<file path="config.mk">
export PLATFORM = sky130hd
export DESIGN_NAME = supply_reset_ctrl
export DESIGN_NICKNAME = d
export VERILOG_FILES = /design/src/verilog/supply_reset_pkg.sv /design/src/verilog/supply_reset_ctrl.sv
export VERILOG_INCLUDE_DIRS = /design/src /design/src/verilog
export SDC_FILE = /design/constraint.sdc
export NUM_CORES = 1
export LEC_CHECK = 0
export BUFFER_PORTS_ARGS = -buffer_cell sky130_fd_sc_hd__buf_2
export CAP_MARGIN = 5
export CORE_MARGIN = 3
export CORE_UTILIZATION = 28
export DETAILED_ROUTE_END_ITERATION = 6
export SLEW_MARGIN = 20
export SYNTH_ARGS = -nofsm -noshare
export SYNTH_HDL_FRONTEND = slang
export SYNTH_SLANG_ARGS = --single-unit
</file>
<file path="constraint.sdc">
create_clock -name ref_clk -period 3.15 [get_ports ref_clk]
set_input_delay 0 -clock ref_clk [delete_from_list [all_inputs] [get_ports ref_clk]]
set_output_delay 0 -clock ref_clk [all_outputs]
set_load 0.05 [all_outputs]
</file>
<file path="src/verilog/supply_reset_consts.svh">
// Constants for the supply-drop reset and reset-source flag logic.
`ifndef SUPPLY_RESET_CONSTS_SVH
`define SUPPLY_RESET_CONSTS_SVH
`define CLK_PERIOD_NS 25
`define SUPPLY_DROP_QUALIFY_NS 120000
`define SOFT_RESET_DELAY_NS 50000
`define CORE_RESET_HOLD_NS 400
`define SUPPLY_DROP_QUALIFY_CYC (`SUPPLY_DROP_QUALIFY_NS / `CLK_PERIOD_NS)
`define SOFT_RESET_DELAY_CYC ((`SOFT_RESET_DELAY_NS + `CLK_PERIOD_NS - 1) / `CLK_PERIOD_NS)
`define CORE_RESET_HOLD_CYC ((`CORE_RESET_HOLD_NS + `CLK_PERIOD_NS - 1) / `CLK_PERIOD_NS)
`define ADDR_THRESHOLD 3'h0
`define ADDR_FLAGS 3'h1
`define ADDR_STATUS 3'h2
`define ADDR_EVENTS 3'h3
`define ADDR_MASK 3'h4
`define PAT_2V10 8'h55
`define PAT_2V55 8'h33
`define PAT_3V15 8'h99
`define PAT_3V80 8'hAA
`define THRESHOLD_POR 8'h55
`define FLAG_WDT_CTRL 0
`define FLAG_THRESHOLD 1
`define FLAG_DROP 2
`define FLAG_RST_CTRL 3
`define FLAGS_POR 4'h0
`define EV_DROP 0
`define EV_BAD_PATTERN 1
`define EV_WDT 2
`define STAT_TIMEOUT 0
`define STAT_POWER_DOWN 1
`endif

</file>
<file path="src/verilog/supply_reset_pkg.sv">
// Types shared by the supply-drop reset logic.
package supply_reset_pkg;
  typedef enum logic [1:0] {
    LVL_2V10 = 2'h0,
    LVL_2V55 = 2'h1,
    LVL_3V15 = 2'h2,
    LVL_3V80 = 2'h3
  } threshold_level_t;
  typedef enum logic [1:0] {
    CORE_RUN = 2'b01,
    CORE_HOLD = 2'b10
  } core_state_t;
endpackage

</file>
<file path="src/verilog/supply_reset_ctrl.sv">
// Supply-drop reset, threshold select register and reset-source flags.
//
// Strobed register access and the address map were decided locally.
`timescale 1ns/100ps
`include "supply_reset_consts.svh"
module supply_reset_ctrl #(
  parameter int QUALIFY_CYCLES = `SUPPLY_DROP_QUALIFY_CYC,
  parameter int SOFT_DELAY_CYCLES = `SOFT_RESET_DELAY_CYC,
  parameter int HOLD_CYCLES = `CORE_RESET_HOLD_CYC
) (
  input wire logic ref_clk,
  input wire logic rst,
  input wire logic supply_low,
  input wire logic power_saving,
  input wire logic watchdog_timeout,
  input wire logic reset_ctrl_soft_reset,
  input wire logic watchdog_ctrl_soft_reset,
  input wire logic [2:0] reg_addr,
  input wire logic [7:0] reg_wr_data,
  input wire logic reg_wr,
  input wire logic reg_rd,
  output logic [7:0] reg_rd_data,
  output supply_reset_pkg::threshold_level_t selected_threshold_voltage,
  output logic core_reset,
  output logic pc_sp_clear,
  output logic power_on_init,
  output logic timeout_status_flag,
  output logic power_down_status_flag,
  output logic irq
);

  localparam int CW = 32;

  // Returns {valid, level} for a threshold pattern; used for the output and the validity check.
  function automatic logic [2:0] decode_threshold(input logic [7:0] pat);
    unique case (pat)
      `PAT_2V10: decode_threshold = {1'b1, supply_reset_pkg::LVL_2V10};
      `PAT_2V55: decode_threshold = {1'b1, supply_reset_pkg::LVL_2V55};
      `PAT_3V15: decode_threshold = {1'b1, supply_reset_pkg::LVL_3V15};
      `PAT_3V80: decode_threshold = {1'b1, supply_reset_pkg::LVL_3V80};
      default: decode_threshold = 3'h0;
    endcase
  endfunction

  logic [7:0] supply_threshold_select;
  logic [3:0] reset_source_flags;
  logic [2:0] events;
  logic [2:0] event_mask;
  logic [CW-1:0] drop_cnt;
  logic [CW-1:0] soft_cnt;
  logic [CW-1:0] hold_cnt;
  logic drop_done;
  logic running;
  logic drop_fire;
  logic bad_fire;
  logic wdt_run_fire;
  logic wdt_save_fire;
  logic pattern_valid;
  logic [2:0] decoded;
  supply_reset_pkg::core_state_t core_state;

  assign running = ~power_saving;
  assign decoded = decode_threshold(supply_threshold_select);
  assign pattern_valid = decoded[2];
  // A low held for QUALIFY_CYCLES cycles fires on the following one, so it must outlast the time.
  assign drop_fire = running & supply_low & ~drop_done & (drop_cnt == QUALIFY_CYCLES);
  assign bad_fire = ~pattern_valid & (soft_cnt == SOFT_DELAY_CYCLES);
  assign wdt_run_fire = watchdog_timeout & running;
  assign wdt_save_fire = watchdog_timeout & power_saving;

  // Supply-low qualification; the count clears in the saving modes so a low supply never resets a sleeping core.
  always_ff @(posedge ref_clk or posedge rst) begin
    if (rst) begin
      drop_cnt <= '0;
      drop_done <= 1'b0;
    end else if (!supply_low || !running) begin
      drop_cnt <= '0;
      drop_done <= 1'b0;
    end else if (drop_fire) begin
      drop_done <= 1'b1; // One reset per drop; a new one needs the supply to recover or a saving mode first.
    end else if (drop_cnt < QUALIFY_CYCLES) begin
      drop_cnt <= drop_cnt + 1'b1;
    end
  end

  // Soft reset delay: an undefined pattern must persist this long; a valid rewrite aborts it.
  always_ff @(posedge ref_clk or posedge rst) begin
    if (rst) begin
      soft_cnt <= '0;
    end else if (pattern_valid || bad_fire) begin
      soft_cnt <= '0;
    end else begin
      soft_cnt <= soft_cnt + 1'b1;
    end
  end

  // Threshold register; a qualified drop does not touch it, a bad-pattern reset restores it.
  always_ff @(posedge ref_clk or posedge rst) begin
    if (rst) begin
      supply_threshold_select <= `THRESHOLD_POR;
    end else if (bad_fire) begin
      supply_threshold_select <= `THRESHOLD_POR;
    end else if (reg_wr && reg_addr == `ADDR_THRESHOLD) begin
      supply_threshold_select <= reg_wr_data;
    end
  end

  // The comparator keeps the last valid level while an undefined pattern waits out its delay.
  always_ff @(posedge ref_clk or posedge rst) begin
    if (rst) begin
      selected_threshold_voltage <= supply_reset_pkg::LVL_2V10;
    end else if (pattern_valid) begin
      selected_threshold_voltage <= supply_reset_pkg::threshold_level_t'(decoded[1:0]);
    end
  end

  // Source flags: hardware sets, software clears by writing zero; a set in the same cycle wins.
  always_ff @(posedge ref_clk or posedge rst) begin
    if (rst) begin
      reset_source_flags <= `FLAGS_POR;
    end else begin
      for (int i = 0; i < 4; i++) begin
        if (reg_wr && reg_addr == `ADDR_FLAGS && !reg_wr_data[i]) begin
          reset_source_flags[i] <= 1'b0;
        end
      end
      if (drop_fire) begin
        reset_source_flags[`FLAG_DROP] <= 1'b1;
      end
      if (bad_fire) begin
        reset_source_flags[`FLAG_THRESHOLD] <= 1'b1;
      end
      if (reset_ctrl_soft_reset) begin
        reset_source_flags[`FLAG_RST_CTRL] <= 1'b1;
      end
      if (watchdog_ctrl_soft_reset) begin
        reset_source_flags[`FLAG_WDT_CTRL] <= 1'b1;
      end
    end
  end

  // Time-out and power-down status; only power-on clears them.
  always_ff @(posedge ref_clk or posedge rst) begin
    if (rst) begin
      timeout_status_flag <= 1'b0;
      power_down_status_flag <= 1'b0;
    end else if (wdt_save_fire) begin
      timeout_status_flag <= 1'b1;
      power_down_status_flag <= 1'b1;
    end else if (wdt_run_fire) begin
      timeout_status_flag <= 1'b1;
    end
  end

  // All full-reset requests merge into one held core reset; a request while held restarts the hold.
  always_ff @(posedge ref_clk or posedge rst) begin
    if (rst) begin
      core_state <= supply_reset_pkg::CORE_HOLD;
      hold_cnt <= '0;
    end else begin
      unique case (core_state)
        supply_reset_pkg::CORE_RUN: begin
          if (drop_fire || bad_fire || wdt_run_fire) begin
            core_state <= supply_reset_pkg::CORE_HOLD;
            hold_cnt <= '0;
          end
        end
        supply_reset_pkg::CORE_HOLD: begin
          if (drop_fire || bad_fire || wdt_run_fire) begin
            hold_cnt <= '0;
          end else if (hold_cnt == HOLD_CYCLES - 1) begin
            core_state <= supply_reset_pkg::CORE_RUN;
          end else begin
            hold_cnt <= hold_cnt + 1'b1;
          end
        end
      endcase
    end
  end

  assign core_reset = (core_state == supply_reset_pkg::CORE_HOLD);

  // Saving-mode time-out clears only PC and SP; power-on init marks the POR start state.
  always_ff @(posedge ref_clk or posedge rst) begin
    if (rst) begin
      pc_sp_clear <= 1'b0;
      power_on_init <= 1'b1;
    end else begin
      pc_sp_clear <= wdt_save_fire;
      if (!core_reset) begin
        power_on_init <= 1'b0;
      end
    end
  end

  // Event status (write one to clear, set wins) and mask for the interrupt line.
  always_ff @(posedge ref_clk or posedge rst) begin
    if (rst) begin
      events <= 3'h0;
      event_mask <= 3'h0;
    end else begin
      if (reg_wr && reg_addr == `ADDR_MASK) begin
        event_mask <= reg_wr_data[2:0];
      end
      events <= (events & ~((reg_wr && reg_addr == `ADDR_EVENTS) ? reg_wr_data[2:0] : 3'h0))
                | {watchdog_timeout, bad_fire, drop_fire};
    end
  end

  assign irq = |(events & event_mask);

  // Read data stands in the cycle after the strobe; unmapped offsets read zero.
  always_ff @(posedge ref_clk or posedge rst) begin
    if (rst) begin
      reg_rd_data <= 8'h00;
    end else if (reg_rd) begin
      unique case (reg_addr)
        `ADDR_THRESHOLD: reg_rd_data <= supply_threshold_select;
        `ADDR_FLAGS: reg_rd_data <= {4'h0, reset_source_flags};
        `ADDR_STATUS: reg_rd_data <= {6'h00, power_down_status_flag, timeout_status_flag};
        `ADDR_EVENTS: reg_rd_data <= {5'h00, events};
        `ADDR_MASK: reg_rd_data <= {5'h00, event_mask};
        default: reg_rd_data <= 8'h00;
      endcase
    end else begin
      reg_rd_data <= 8'h00;
    end
  end

  // Run counters for the checks below, kept apart from the working counters so a slip in those shows.
  // Both saturate, so a supply that stays low for a long time cannot wrap them into a false pass.
  logic [CW-1:0] low_run;
  logic [CW-1:0] bad_run;

  // Consecutive sampled cycles of a low supply while the core runs.
  always_ff @(posedge ref_clk or posedge rst) begin
    if (rst) begin
      low_run <= '0;
    end else if (!supply_low || power_saving) begin
      low_run <= '0;
    end else if (low_run != QUALIFY_CYCLES) begin
      low_run <= low_run + 1'b1;
    end
  end

  // Consecutive cycles in which the threshold register holds an undefined pattern.
  always_ff @(posedge ref_clk or posedge rst) begin
    if (rst) begin
      bad_run <= '0;
    end else if (pattern_valid) begin
      bad_run <= '0;
    end else if (bad_run != SOFT_DELAY_CYCLES) begin
      bad_run <= bad_run + 1'b1;
    end
  end
endmodule // supply_reset_ctrl

</file>
==> results.md <==
- Average size of a mapped cell: 9.38 sq um
- Worst-path clk slew: 0.06 ns
- HPWL Detailed: 10500 microns
- Setup WS pre-CTS: 0.613 ns
- Hold_sp: reg_addr[0]
- Setup_tns: 0 ns
- Max-slew violations: 0
- Clock sink count: 131
- Netlist cell types: 58
- Ys flop type: dfrtp_1
- Fin. Hold Viols: 0
- Gr ovfl total: 0
- Worst r2r dst: hold_cnt[29]
- Starting density of the core: 28.9%
- Count of cells resized by post-cts repair: 0
- Total power draw: 4460 uW
- Critical path type: reg2reg
- Post-layout min period: 2.52 ns
- Die span in x: 160 microns
- Fin cells: 1091
- CTS tree: yes
- Post-synthesis cell area: 6640 sq um
- Root Buffer: clkbuf_16
- Final setup vio count: 0
- Worst reg-to-reg setup slack: 0.63 ns
- Avg WL per Cell: 14.4 microns
- GRT Overall Usage: 12.9%
- YS warnings: 0
- Die Y: 160 microns
- CTS Buf Count: 17
- DIE AREA: 25600 sq um
- Slew @ Worst Pin: 0.970 ns
- Number of synthesized flops with an enable pin: 0
- Syn_nets: 733
- Power per cell area: 557 nW/um^2
- Layout cells sized above 1: 13.1%
- Worst Skew: 0.00954 ns
- Placed cells: 1040
- ANT cells: 0
- Final net count: 790
- Core ar.: 23000 sq um
- Rows: 55
- R2r worst-path depth: 8
- Crit path DAT: 2.79 ns
- Final Worst Setup Slack: 0.634 ns
- Hold Path Sink: reg_rd_data[3]
- Origin of the critical flop-to-flop path: soft_cnt[0]
- Total wire length: 15800 microns
- Async set-reset flop share out of synthesis: 100%
- Port Buffers: 35
- Lkg Pwr: 0.00334 uW
- Setup bufs post-CTS: 0
- Final core utilization: 34.8%
- RSZ-0062 raised after global routing: no
- Number of global-route vias before repair: 5463
- Crit start category: register
- ANT nets after route: 0
- Routability cong.: 0.795
- Post-Syn Instances: 708
- Synthesis-to-layout area growth: 20.6%
- Largest net degree at the start of global routing: 53
- Ratio of final minimum period to clock period: 79.9%
- Sequential-to-total area share from yosys stat: 49.5%
- Status: finished clean
- Flops & latches, synth: 131
- DR vias: 5490
- Max_slew headroom: 35.2%
- Ports: 36
- Clk_lat worst skew: 0.42 ns
- CP Data Required Time: 3.43 ns
- Initial DRC Count: 425
- Hold Path Class: in2reg
- Vias per cell: 5.03
- Critical path fanouts, max: 34
- Max Buffers Root-to-Sink: 2
- Maximum vdd drop: 0.362 mV
- First-pass GRT wire length: 27500 microns
- Drt pass-1 iters: 5
- Endpoint class of the critical path: register
- H-tree depth: 4
- Max-Cap Viols: 0
- Hold path depth: 3
- Detailed-route DRC error count: 0
- Initial antenna violation count: 0
- Max frequency: 397 MHz
- CTS Hold Bufs: 19
-- flip-flops by register name, indices dropped and copies added (netlist names) --
signal and cells:
drop_cnt 32, hold_cnt 32, soft_cnt 32, reg_rd_data 8, supply_threshold_select 8, reset_source_flags 4, event_mask 3, events 3
core_state 2, selected_threshold_voltage 2, drop_done 1, pc_sp_clear 1, power_down_status_flag 1, power_on_init 1, timeout_status_flag 1
-- cell families (layout without fill, tap and decap cells) --
family	after synthesis	in the layout	synth area share (%)
multiplexers	10	10	1.60
XOR/XNOR	31	31	4.09
buffers and inverters	47	117	2.77
AND/OR/NAND/NOR	372	372	30.3
flip-flops	131	131	49.5
adder cells (fa/ha/maj)	5	5	0.942
AO/OA/AOI/OAI	112	112	10.9
-- stage by stage --
stage | hold slack (ns) | area (sq um)
global placement | 0.187 | 7210
floorplan | 0.0923 | 6650
finish | 0.0433 | 8010
detailed placement | 0.190 | 7210
CTS | 0.0185 | 8010
global route | 0.0433 | 8010
-- cells in the mapped netlist, types with 7 or more instances --
| master | number | share of area [%] |
|---|---|---|
| dfrtp_1 | 125 | 47 |
| nor2_1 | 64 | 3.6 |
| clkbuf_1 | 23 | 1.3 |
| and4_1 | 10 | 1.3 |
| nand4_1 | 22 | 2.1 |
| xnor2_1 | 24 | 3.2 |
| nor3_1 | 17 | 1.3 |
| o31ai_1 | 7 | 0.79 |
| xor2_1 | 7 | 0.92 |
| nor4_1 | 29 | 2.7 |
| and3_1 | 13 | 1.2 |
| and2_1 | 32 | 3.0 |
| nand3_1 | 43 | 3.2 |
| a21oi_1 | 28 | 2.1 |
| or4_1 | 12 | 1.4 |
| nand2b_1 | 11 | 1.0 |
| o21ai_0 | 20 | 1.5 |
| a31oi_1 | 19 | 1.8 |
| nand2_1 | 78 | 4.4 |
| inv_1 | 16 | 0.90 |
| or3_1 | 17 | 1.6 |
-- final cells by class --
| type | count | area (sq um) |
|---|---|---|
| Sequential cell | 131 | 3290 |
| Inverter | 16 | 63.8 |
| Fill cell | 2357 | 15000 |
| Multi-Input combinational cell | 530 | 3170 |
| Clock buffer | 20 | 447 |
| Clock inverter | 12 | 156 |
| Timing Repair Buffer | 69 | 490 |
| Tap cell | 313 | 392 |
-- per-layer routing --
layer,share of wire (%),vias up,global-route usage (%)
li1,-,2695,-
met4,1.2,0,4.18
met3,4.0,19,3.24
met2,48,113,20.3
met5,0,-,0
met1,47,2663,17.6
-- how the worst max path moves through the flow --
stage / from / to / slack, ns
4_1_cts: soft_cnt[0] / hold_cnt[29] / 0.58
2_1_floorplan: drop_cnt[4] / hold_cnt[9] / 1.04
6_report: soft_cnt[0] / hold_cnt[29] / 0.63
3_3_place_gp: soft_cnt[0] / hold_cnt[29] / 0.60
3_5_place_dp: soft_cnt[0] / hold_cnt[14] / 0.61
5_1_grt: soft_cnt[0] / hold_cnt[29] / 0.32
-- cell usage in the layout (no fill, tap or decap), types with 11 or more instances in the layout --
master / Yosys / layout
a21oi_1: 28 / 28
and2_1: 32 / 32
or4_1: 12 / 12
a31oi_1: 19 / 19
o21ai_0: 20 / 20
dlygate4sd3_1: 0 / 19
buf_4: 0 / 14
clkbuf_16: 0 / 17
xnor2_1: 24 / 24
nand4_1: 22 / 22
nand2b_1: 11 / 11
nor2_1: 64 / 64
nand2_1: 78 / 78
dfrtp_1: 125 / 125
inv_1: 16 / 15
and3_1: 13 / 13
or3_1: 17 / 17
nand3_1: 43 / 43
nor3_1: 17 / 17
buf_2: 6 / 35
nor4_1: 29 / 29
-- power breakdown --
group          total (uW)  internal (uW)  switching (uW)
clock                2030           1270             758
sequential           1960           1810             148
combinational         474            190             284
-- worst max-delay path, stage by stage, from the launching register on --
cell and delay [ns]:
dfrtp_1 0.45, inv_1 0.09, ha_1 0.14, nor4b_1 0.28, nand4_1 0.13, nor3_1 0.56
a221o_1 0.27, buf_4 0.34, a221oi_1 0.10
No activity file was read; power rests on OpenSTA's default activity.
